File: src/irq_map_pkg.sv
// line numbers, group sizes and reset values of the interrupt source map
package irq_map_pkg;
  // total numbered lines carried by this map
  localparam int LINE_COUNT = 120;
  // group sizes
  localparam int IPC_COUNT = 8;
  localparam int FAULT_COUNT = 4;
  localparam int MCWDT_COUNT = 2;
  localparam int SERIAL_ACT_COUNT = 7;
  localparam int STD_PORT_COUNT = 23;
  localparam int CTI_COUNT = 2;
  localparam int CAN_CTRL_COUNT = 2;
  localparam int CAN_INT_COUNT = 2;
  localparam int CAN_CH_COUNT = 4;
  localparam int CAN_CH_BITS = 16;
  localparam int LIN_COUNT = 12;
  localparam int CXPI_COUNT = 4;
  localparam int ADC0_COUNT = 24;
  localparam int SUPPLY_COUNT = 3;
  // line positions
  localparam int LINE_IPC_BASE = 0;
  localparam int LINE_FAULT_BASE = 8;
  localparam int LINE_BACKUP = 12;
  localparam int LINE_MCWDT_BASE = 13;
  localparam int LINE_HW_WDT = 15;
  localparam int LINE_SYSRES = 16;
  localparam int LINE_SERIAL0 = 17;
  localparam int LINE_EVT_SLEEP = 18;
  localparam int LINE_SUPPLY = 19;
  localparam int LINE_ALL_PORTS = 20;
  localparam int LINE_ENH_PORT0 = 21;
  localparam int LINE_STD_PORT_BASE = 22;
  localparam int LINE_WAKE_LAST = 44;
  localparam int LINE_CRYPTO = 45;
  localparam int LINE_FLASH = 46;
  localparam int LINE_FPU_FAULT = 47;
  localparam int LINE_CTI_SEC_BASE = 48;
  localparam int LINE_CTI_MAIN_BASE = 50;
  localparam int LINE_EVT_ACTIVE = 52;
  localparam int LINE_CAN_COMB_BASE = 53;
  localparam int LINE_CAN_CH_BASE = 57;
  localparam int LINE_LIN_BASE = 73;
  localparam int LINE_CXPI_BASE = 85;
  localparam int LINE_SERIAL_ACT_BASE = 89;
  localparam int LINE_ADC0_BASE = 96;
  // reset values
  localparam logic [LINE_COUNT-1:0] LINES_RESET = '0;
  localparam logic WAKE_RESET = 1'h0;
  localparam logic [SUPPLY_COUNT-1:0] SUPPLY_RESET = '0;
endpackage

File: src/supply_mon_if.sv
// carrier between the map top and the supply change monitor
`timescale 1ns/1ps
`default_nettype none
interface supply_mon_if;
  logic [irq_map_pkg::SUPPLY_COUNT-1:0] level_raw;
  logic ack;
  logic pending;
  modport monitor (input level_raw, input ack, output pending);
  modport user (output level_raw, output ack, input pending);
endinterface
`default_nettype wire

File: src/supply_change_monitor.sv
// supply monitor change detector with a sticky pending flag
`timescale 1ns/1ps
`default_nettype none
module supply_change_monitor (
  input wire logic sys_clk_in,
  input wire logic rst_n_in,
  input wire logic ce_in,
  supply_mon_if.monitor mon
);
  typedef struct packed {
    logic [irq_map_pkg::SUPPLY_COUNT-1:0] sync1;
    logic [irq_map_pkg::SUPPLY_COUNT-1:0] sync2;
    logic [irq_map_pkg::SUPPLY_COUNT-1:0] last;
    logic [2:0] primed;
    logic pending;
  } mon_state_t;

  mon_state_t s_r;
  mon_state_t s_nxt;
  logic change;

  // compare only once sync2 and last both hold real samples, so release never looks like a change
  always_comb begin
    s_nxt = s_r;
    change = s_r.primed[2] && (s_r.sync2 != s_r.last);
    if (ce_in) begin
      s_nxt.sync1 = mon.level_raw;
      s_nxt.sync2 = s_r.sync1;
      s_nxt.last = s_r.sync2;
      s_nxt.primed = {s_r.primed[1:0], 1'h1};
      // a change in the ack cycle keeps the flag set
      s_nxt.pending = change || (s_r.pending && !mon.ack);
    end
  end

  // single state register
  always_ff @(posedge sys_clk_in or negedge rst_n_in) begin
    if (!rst_n_in) begin
      s_r <= '{sync1: irq_map_pkg::SUPPLY_RESET, sync2: irq_map_pkg::SUPPLY_RESET,
               last: irq_map_pkg::SUPPLY_RESET, primed: 3'h0, pending: 1'h0};
    end else begin
      s_r <= s_nxt;
    end
  end

  assign mon.pending = s_r.pending;
endmodule
`default_nettype wire

File: src/interrupt_wakeup_source_map.sv
// interrupt source to numbered line map with deep sleep wake request
`timescale 1ns/1ps
`default_nettype none
module interrupt_wakeup_source_map (
  input wire logic sys_clk_in,
  input wire logic rst_n_in,
  input wire logic ce_in,
  input wire logic [irq_map_pkg::IPC_COUNT-1:0] ipc_irq_in,
  input wire logic [irq_map_pkg::FAULT_COUNT-1:0] fault_struct_irq_in,
  input wire logic backup_domain_irq_in,
  input wire logic [irq_map_pkg::MCWDT_COUNT-1:0] multi_watchdog_irq_in,
  input wire logic hw_watchdog_irq_in,
  input wire logic low_voltage_detector_irq_in,
  input wire logic clock_cal_irq_in,
  input wire logic serial0_irq_in,
  input wire logic [irq_map_pkg::SERIAL_ACT_COUNT-1:0] serial_active_irq_in,
  input wire logic event_gen_sleep_irq_in,
  input wire logic event_gen_active_irq_in,
  input wire logic [irq_map_pkg::SUPPLY_COUNT-1:0] supply_monitor_in,
  input wire logic supply_change_ack_in,
  input wire logic enhanced_io_port_irq_in,
  input wire logic [irq_map_pkg::STD_PORT_COUNT-1:0] standard_io_port_irq_in,
  input wire logic crypto_accel_irq_in,
  input wire logic flash_macro_irq_in,
  input wire logic main_core_fpu_fault_irq_in,
  input wire logic [irq_map_pkg::CTI_COUNT-1:0] secondary_core_cti_irq_in,
  input wire logic [irq_map_pkg::CTI_COUNT-1:0] main_core_cti_irq_in,
  input wire logic [irq_map_pkg::CAN_CH_BITS-1:0] can_channel_irq_in,
  input wire logic [irq_map_pkg::LIN_COUNT-1:0] lin_channel_irq_in,
  input wire logic [irq_map_pkg::CXPI_COUNT-1:0] cxpi_channel_irq_in,
  input wire logic [irq_map_pkg::ADC0_COUNT-1:0] adc0_logical_irq_in,
  input wire logic deep_sleep_state_in,
  output logic [irq_map_pkg::LINE_COUNT-1:0] irq_line_out,
  output logic wake_req_out
);
  typedef struct packed {
    logic [irq_map_pkg::LINE_COUNT-1:0] lines;
    logic wake;
  } map_state_t;

  map_state_t s_r;
  map_state_t s_nxt;
  logic supply_pending;

  supply_mon_if mon_bus ();

  // OR of one controller's channel requests for one interrupt number
  function automatic logic can_combined(input logic [irq_map_pkg::CAN_CH_BITS-1:0] ch, input int ctrl,
                                        input int num);
    int base;
    base = (ctrl * irq_map_pkg::CAN_INT_COUNT + num) * irq_map_pkg::CAN_CH_COUNT;
    return |ch[base +: irq_map_pkg::CAN_CH_COUNT];
  endfunction

  // wake request from the deep sleep capable slice of the line vector only
  function automatic logic wake_any(input logic [irq_map_pkg::LINE_COUNT-1:0] lines, input logic asleep);
    return asleep && (|lines[irq_map_pkg::LINE_WAKE_LAST:0]);
  endfunction

  // supply monitors are analog levels, so the sub block synchronises them
  assign mon_bus.level_raw = supply_monitor_in;
  assign mon_bus.ack = supply_change_ack_in;
  assign supply_pending = mon_bus.pending;

  supply_change_monitor u_supply_mon (
    .sys_clk_in(sys_clk_in),
    .rst_n_in(rst_n_in),
    .ce_in(ce_in),
    .mon(mon_bus.monitor)
  );

  // next line vector; every source but the supply monitors is a same-clock level, passed straight through
  always_comb begin
    s_nxt = s_r;
    if (ce_in) begin
      // deep sleep capable block
      s_nxt.lines[irq_map_pkg::LINE_IPC_BASE +: irq_map_pkg::IPC_COUNT] = ipc_irq_in;
      s_nxt.lines[irq_map_pkg::LINE_FAULT_BASE +: irq_map_pkg::FAULT_COUNT] = fault_struct_irq_in;
      s_nxt.lines[irq_map_pkg::LINE_BACKUP] = backup_domain_irq_in;
      s_nxt.lines[irq_map_pkg::LINE_MCWDT_BASE +: irq_map_pkg::MCWDT_COUNT] = multi_watchdog_irq_in;
      s_nxt.lines[irq_map_pkg::LINE_HW_WDT] = hw_watchdog_irq_in;
      s_nxt.lines[irq_map_pkg::LINE_SYSRES] = low_voltage_detector_irq_in || clock_cal_irq_in;
      s_nxt.lines[irq_map_pkg::LINE_SERIAL0] = serial0_irq_in;
      s_nxt.lines[irq_map_pkg::LINE_EVT_SLEEP] = event_gen_sleep_irq_in;
      s_nxt.lines[irq_map_pkg::LINE_SUPPLY] = supply_pending;
      s_nxt.lines[irq_map_pkg::LINE_ALL_PORTS] = enhanced_io_port_irq_in || (|standard_io_port_irq_in);
      s_nxt.lines[irq_map_pkg::LINE_ENH_PORT0] = enhanced_io_port_irq_in;
      s_nxt.lines[irq_map_pkg::LINE_STD_PORT_BASE +: irq_map_pkg::STD_PORT_COUNT] = standard_io_port_irq_in;
      // active only block
      s_nxt.lines[irq_map_pkg::LINE_CRYPTO] = crypto_accel_irq_in;
      s_nxt.lines[irq_map_pkg::LINE_FLASH] = flash_macro_irq_in;
      s_nxt.lines[irq_map_pkg::LINE_FPU_FAULT] = main_core_fpu_fault_irq_in;
      s_nxt.lines[irq_map_pkg::LINE_CTI_SEC_BASE +: irq_map_pkg::CTI_COUNT] = secondary_core_cti_irq_in;
      s_nxt.lines[irq_map_pkg::LINE_CTI_MAIN_BASE +: irq_map_pkg::CTI_COUNT] = main_core_cti_irq_in;
      s_nxt.lines[irq_map_pkg::LINE_EVT_ACTIVE] = event_gen_active_irq_in;
      // combined can lines, controller 0 first, interrupt 0 before 1
      for (int c = 0; c < irq_map_pkg::CAN_CTRL_COUNT; c++) begin
        for (int n = 0; n < irq_map_pkg::CAN_INT_COUNT; n++) begin
          s_nxt.lines[irq_map_pkg::LINE_CAN_COMB_BASE + c * irq_map_pkg::CAN_INT_COUNT + n] =
            can_combined(can_channel_irq_in, c, n);
        end
      end
      // channel input is already packed controller, interrupt, channel
      s_nxt.lines[irq_map_pkg::LINE_CAN_CH_BASE +: irq_map_pkg::CAN_CH_BITS] = can_channel_irq_in;
      s_nxt.lines[irq_map_pkg::LINE_LIN_BASE +: irq_map_pkg::LIN_COUNT] = lin_channel_irq_in;
      s_nxt.lines[irq_map_pkg::LINE_CXPI_BASE +: irq_map_pkg::CXPI_COUNT] = cxpi_channel_irq_in;
      s_nxt.lines[irq_map_pkg::LINE_SERIAL_ACT_BASE +: irq_map_pkg::SERIAL_ACT_COUNT] = serial_active_irq_in;
      // channels 0..22 and 23 share one contiguous run
      s_nxt.lines[irq_map_pkg::LINE_ADC0_BASE +: irq_map_pkg::ADC0_COUNT] = adc0_logical_irq_in;
      // wake looks at the next lines so it lines up with them on the outputs
      s_nxt.wake = wake_any(s_nxt.lines, deep_sleep_state_in);
    end
  end

  // single state register; ce low freezes everything, lines included
  always_ff @(posedge sys_clk_in or negedge rst_n_in) begin
    if (!rst_n_in) begin
      s_r <= '{lines: irq_map_pkg::LINES_RESET, wake: irq_map_pkg::WAKE_RESET};
    end else begin
      s_r <= s_nxt;
    end
  end

  // outputs straight from the state register
  assign irq_line_out = s_r.lines;
  assign wake_req_out = s_r.wake;
endmodule
`default_nettype wire

File: config.mk
export PLATFORM = sky130hd
export DESIGN_NAME = interrupt_wakeup_source_map
export DESIGN_NICKNAME = d
export VERILOG_FILES = /design/src/irq_map_pkg.sv /design/src/supply_mon_if.sv /design/src/supply_change_monitor.sv /design/src/interrupt_wakeup_source_map.sv
export SDC_FILE = /design/constraint.sdc
export NUM_CORES = 1
export LEC_CHECK = 0
export BUFFER_PORTS_ARGS = -buffer_cell sky130_fd_sc_hd__buf_2
export CORE_MARGIN = 2
export CORE_UTILIZATION = 35
export CTS_CLUSTER_SIZE = 25
export DETAILED_ROUTE_END_ITERATION = 6
export HOLD_SLACK_MARGIN = 0.12
export RECOVER_POWER = 50
export SLEW_MARGIN = 20
export SYNTH_ARGS = -nofsm -noshare
export SYNTH_HDL_FRONTEND = slang
export SYNTH_SLANG_ARGS = --single-unit
File: constraint.sdc
create_clock -name sys_clk_in -period 1.4 [get_ports sys_clk_in]
set_input_delay 0.28 -clock sys_clk_in [delete_from_list [all_inputs] [get_ports sys_clk_in]]
set_output_delay 0.28 -clock sys_clk_in [all_outputs]
set_load 0.01 [all_outputs]
==> results of run 1 <==
==> worst max-delay path, delay by kind of cell <==
kind | cells | cell delay (ns)
AND/OR/NAND/NOR | 3 | 0.54
AO/OA/AOI/OAI | 1 | 0.12
buffers and inverters | 2 | 0.68
==> where the power goes <==
part	switching, uW	internal (uW)
combinational	750	980
sequential	212	4260
clock	1650	2840
total	2610	8080
==> metal layers <==
layer,GRT usage,routed length (microns)
met1,0.207,5810
met2,0.290,7110
met3,0.0516,863
met4,0.0710,400
met5,0,0
==> cell type report <==
type,count,area (sq um),share of cell area
flip-flops and latches,134,3350,0.395
repair buffers,367,2410,0.284
multi-input cells,166,1890,0.223
clock buffers,19,443,0.0522
well taps,188,235,0.0277
clock inverters,13,156,0.0184
==> kinds of logic after synthesis <==
family                 after synthesis  share of synthesized area
AO/OA/AOI/OAI                        8                    0.00899
XOR/XNOR                             3                    0.00484
buffers and inverters               16                     0.0263
flip-flops                         134                      0.618
multiplexers                       126                      0.312
AND/OR/NAND/NOR                     29                     0.0295
==> worst paths after layout <==
path,endpoint,depth (start not counted)
setup / recovery,wake_req_out$_DFFE_PN0P_,6
hold / removal,irq_line_out[64]$_DFFE_PN0P_,2
setup reg to reg,wake_req_out$_DFFE_PN0P_,3
hold reg to reg,irq_line_out[57]$_DFFE_PN0P_,1
max in group asynchronous,irq_line_out[16]$_DFFE_PN0P_,3
min in group asynchronous,irq_line_out[117]$_DFFE_PN0P_,2
==> what timing repair did <==
action	4_1_cts	5_1_grt
setup endpoints to repair	0	2
resized for setup	0	13
hold endpoints to repair	244	0
hold buffers	111	0
==> synth_stat cells <==
cell type and n:
mux2_2 51, nor4b_1 1, mux2i_1 1, nand3_1 1, a21oi_1 6, buf_6 8
mux2_4 74, buf_4 1, a32o_1 1, nand4_1 1, nor4_1 14, buf_2 6
a41oi_1 1, and4_1 1, nand2_1 2, or2_2 1, dfrtp_1 134, buf_8 1
nor2_1 8, xnor2_1 3
==> metrics by stage <==
| stage | total power [uW] | util | std cells | hold slack (ns) |
|---|---|---|---|---|
| 2_1_floorplan | 5360 | - | 316 | -0.0156 |
| 3_3_place_gp | 6100 | 0.456 | 745 | 0.195 |
| 3_5_place_dp | 6140 | 0.456 | 745 | 0.195 |
| 4_1_cts | 11000 | 0.568 | 888 | 0.121 |
| 5_1_grt | 11200 | 0.559 | 887 | 0.111 |
| 6_report | 10700 | 0.559 | 887 | 0.133 |
==> registers in the layout (all words and copies together) (netlist names) <==
name                      count
irq_line_out                120
u_supply_mon.s_r             12
wake_req_out                  1
u_supply_mon.mon.pending      1
==> results.json, run 1 <==
{
  "power.density_nw_per_um2": 1260,
  "syn-num-nets": 439,
  "area_delta_synth_final_pct": 56.5,
  "clk_pin_slew_ns": 0.06,
  "wirelength_microns": 14200,
  "drive_gt1_frac": 0.552,
  "yosysSeqAreaShare": 0.618,
  "grt_pass1_wl_microns": 22000,
  "wl_per_cell_microns": 16.0,
  "cts_tree": "done",
  "avgSynthCellArea_sq_um": 17.2,
  "placed_area_sq_um": 6930,
  "num_antenna_cells": 0,
  "netlist_top_cells_area": "dfrtp_1 (62%), mux2_4 (20%), mux2_2 (11%)",
  "dpl.hpwl_microns": 9350,
  "synth_top_cell_by_area": "dfrtp_1",
  "gp_congestion": 0.807,
  "setup_tns_ns": 0,
  "ant_nets": 0,
  "ios": 244,
  "clk_latency_ns": 0.41,
  "antenna_found_initial": 0,
  "cts_setup_buffers": 0,
  "crit_chain": "dlygate4sd3_1 -> buf_2 -> nor4_4 -> nand4_1 -> nor2_4 -> a41oi_2",
  "drv_slew": 0,
  "numPortBuffers": 243,
  "vias": 4068,
  "hp-start": "can_channel_irq_in[7]",
  "track_usage": 0.172,
  "setup_slack_ns": 0.0457,
  "cts_root_buffer": "clkbuf_16",
  "synth_top_area_frac": 0.618,
  "grt_pass1_vias": 4462,
  "start_util": 0.357,
  "startpoint_type": "primary input",
  "drt-initial-drc-count": 89,
  "h-tree-depth": 4,
  "r2r_start": "u_supply_mon.mon.pending$_DFFE_PN0P_",
  "path_max_fanout": 2,
  "worst_setup_path_end_kind": "register",
  "n_fill_cell": 1238,
  "final_area_sq_um": 8490,
  "route.detailed.drc": 0,
  "worst-slew-pin-transition_ns": 0.700,
  "hold_viol_final": 0,
  "fin_crit_sh": 0.967,
  "synth_seq_cells": 134,
  "layout_common_cells": "buf_2 (243), dfrtp_1 (134), dlygate4sd3_1 (111)",
  "r2r_slack_ns": 0.32,
  "rows": 45,
  "crit_required_ns": 1.66,
  "cts_made_buffers": 17,
  "die-height_microns": 129,
  "grt_max_degree": 33,
  "cp.arrival_ns": 1.62,
  "setup_viol": 0,
  "worst-setup-path-type": "in -> reg",
  "die_area_sq_um": 16500,
  "hold_path_class": "in -> reg",
  "synth.distinct_cells": 20,
  "vias_per_cell": 4.59,
  "cap_viol_max_count": 0,
  "netlist_area_sq_um": 5430,
  "cts_sinks": 134,
  "gr-total-overflow": 0,
  "status": "completed",
  "core_sq_um": 15200,
  "max_stage_delay_ns": 0.53,
  "slowest_stage": "dlygate4sd3_1",
  "leakage_uw": 0.00402,
  "dr.pass1.iters": 4,
  "cp-startpoint": "standard_io_port_irq_in[18]",
  "ir_drop_uv": 776,
  "syn_inst": 316,
  "relSlewSlack": 0.533,
  "clock_skew_ns": 0.00624,
  "fin_nets": 809,
  "period_minus_slack_ns": 1.35,
  "yosys_warnings": 0,
  "die_w_microns": 129,
  "clockBufferDepth": 2,
  "fmax_ghz": 0.738,
  "final_common_cell": "buf_2",
  "post-place-ws_ns": -0.274
}
No activity file was read; power rests on OpenSTA's default activity.
==> inputs of run 2 (changes only) <==
Settings changed: CORE_UTILIZATION 35 to 25.
==> run 2 against run 1 <==
Against the previous run: flip-flop and latch count unchanged; sequential power about the same; via count hardly changed; highest routed layer unchanged; sequential share of layout area shrank 0.65 points; critical endpoint unchanged; critical path type unchanged; count of clock-buffer cells in the layout unchanged; clock skew fell by 0.0036 ns; first-iteration DRC count shrank 29%; critical path depth shrank 1; maximum frequency grew 2.4%; cell count grew 10%.
==> results.json, run 2 (same netlist as run 1, synthesis figures left out) <==
{
  "wl_per_cell_microns": 14.8,
  "crit_required_ns": 1.67,
  "p_int_uw": 8430,
  "gp_congestion": 0.714,
  "antenna_found_initial": 0,
  "swShare": 0.238,
  "post-place-ws_ns": -0.0931,
  "seqPwrFrac": 0.404,
  "p_clk_frac": 0.442,
  "path_max_fanout": 2,
  "grt_max_degree": 46,
  "final-instance-count-excl-fill": 979,
  "final_util": 0.408,
  "cts_tree": "done",
  "die_area_sq_um": 22900,
  "hold_viol_final": 0,
  "wirelength_microns": 14400,
  "fin_crit_sh": 0.945,
  "combPwrFrac": 0.154,
  "dr.pass1.iters": 6,
  "rsz0062_at_grt": "no",
  "startpoint_type": "primary input",
  "relSlewSlack": 0.509,
  "die_w_microns": 151,
  "clk_latency_ns": 0.41,
  "gr-total-overflow": 0,
  "clk_pin_slew_ns": 0.06,
  "cts_sinks": 134,
  "period_minus_slack_ns": 1.32,
  "die-height_microns": 151,
  "layout_common_cells": "buf_2 (235), dfrtp_1 (134), dlygate4sd3_1 (114)",
  "setup_viol": 0,
  "worst_setup_path_end_kind": "register",
  "clockBufferDepth": 2,
  "vias_per_cell": 4.16,
  "fin_nets": 815,
  "final_common_cell": "buf_2",
  "cp-startpoint": "multi_watchdog_irq_in[0]",
  "setup_slack_ns": 0.0776,
  "numPortBuffers": 243,
  "netSwitchingPower_uw": 2630,
  "slowest_stage": "dlygate4sd3_1",
  "vias": 4071,
  "worst-slew-pin-transition_ns": 0.737,
  "hp-start": "standard_io_port_irq_in[1]",
  "largest_reg_flops": 120,
  "h-tree-depth": 4,
  "drive_gt1_frac": 0.514,
  "start_util": 0.257,
  "track_usage": 0.126,
  "clock_skew_ns": 0.00260,
  "status": "completed",
  "r2r_start": "u_supply_mon.mon.pending$_DFFE_PN0P_",
  "cap_viol_max_count": 0,
  "area_delta_synth_final_pct": 59.1,
  "fmax_ghz": 0.756,
  "core_sq_um": 21200,
  "crit_chain": "dlygate4sd3_1 -> buf_2 -> nor4_2 -> and4_1 -> a41oi_1",
  "worst-setup-path-type": "in -> reg",
  "drv_slew": 0,
  "ir_drop_uv": 713,
  "max_stage_delay_ns": 0.56,
  "cts_made_buffers": 17,
  "grt_pass1_wl_microns": 22100,
  "hold_path_class": "in -> reg",
  "leakage_uw": 0.00401,
  "grt_pass1_vias": 4371,
  "cts_root_buffer": "clkbuf_16",
  "dpl.hpwl_microns": 9320,
  "ios": 244,
  "ant_nets": 0,
  "rows": 53,
  "route.detailed.drc": 0,
  "dpl.cell_count": 834,
  "num_antenna_cells": 0,
  "drt-initial-drc-count": 63,
  "cp.arrival_ns": 1.59,
  "power.density_nw_per_um2": 1280
}
==> run 2: through the flow <==
stage | hold slack, ns | power, uW | instance area (sq um) | TNS (ns)
5_1_grt | 0.122 | 11600 | 8630 | 0
3_5_place_dp | 0.171 | 6140 | 7060 | -0.0931
6_report | 0.140 | 11100 | 8630 | 0
2_1_floorplan | -0.0156 | 5360 | 5430 | 0
3_3_place_gp | 0.179 | 6120 | 7060 | -0.0632
4_1_cts | 0.121 | 11400 | 8860 | 0
==> run 2: per-layer routing <==
metal / track usage / wire (microns) / up-vias
met4: 0.0528 / 388 / 0
met3: 0.0410 / 1030 / 32
met5: 0 / 0 / -
li1: - / - / 1895
met2: 0.216 / 7270 / 173
met1: 0.144 / 5750 / 1971
==> run 2: area by class of cell <==
class / instances / area [sq um]
Fill cell: 1955 / 12500
Sequential cell: 134 / 3350
Timing Repair Buffer: 373 / 2520
Multi-Input combinational cell: 166 / 1770
Clock buffer: 19 / 443
Tap cell: 275 / 344
Clock inverter: 12 / 201
==> run 2: critical path, delay by kind of cell <==
family	cells	cell delay (ns)
AND/OR/NAND/NOR	2	0.49
buffers and inverters	2	0.70
AO/OA/AOI/OAI	1	0.12
==> run 2: final timing paths <==
kind / cells past startpoint / slack, ns / to
worst max-delay path: 5 / 0.08 / wake_req_out$_DFFE_PN0P_
worst min-delay path: 2 / 0.14 / irq_line_out[23]$_DFFE_PN0P_
worst max register to register: 4 / 0.11 / wake_req_out$_DFFE_PN0P_
worst min register to register: 1 / 0.47 / u_supply_mon.s_r[1]$_DFFE_PN0P_
max in group asynchronous: 3 / 0.17 / irq_line_out[76]$_DFFE_PN0P_
min in group asynchronous: 2 / 0.48 / irq_line_out[1]$_DFFE_PN0P_
==> run 2: power groups by stage <==
stage / Sequential [uW] / Combinational, uW / Clock [uW]
6_report: 4460 / 1710 / 4890
5_1_grt: 4520 / 1860 / 5230
4_1_cts: 4470 / 1860 / 5080
3_5_place_dp: 4530 / 1610 / 0
3_3_place_gp: 4520 / 1600 / 0
2_1_floorplan: 4690 / 670 / 0
==> run 2: what timing repair did <==
| item | 4_1_cts | 5_1_grt |
|---|---|---|
| gates resized for setup | 1 | 2 |
| pin swaps | 0 | 0 |
| setup buffers | 0 | 0 |
| hold buffers | 114 | 0 |
| endpoints found under the hold margin | 247 | 0 |
| endpoints found under the setup margin | 1 | 1 |
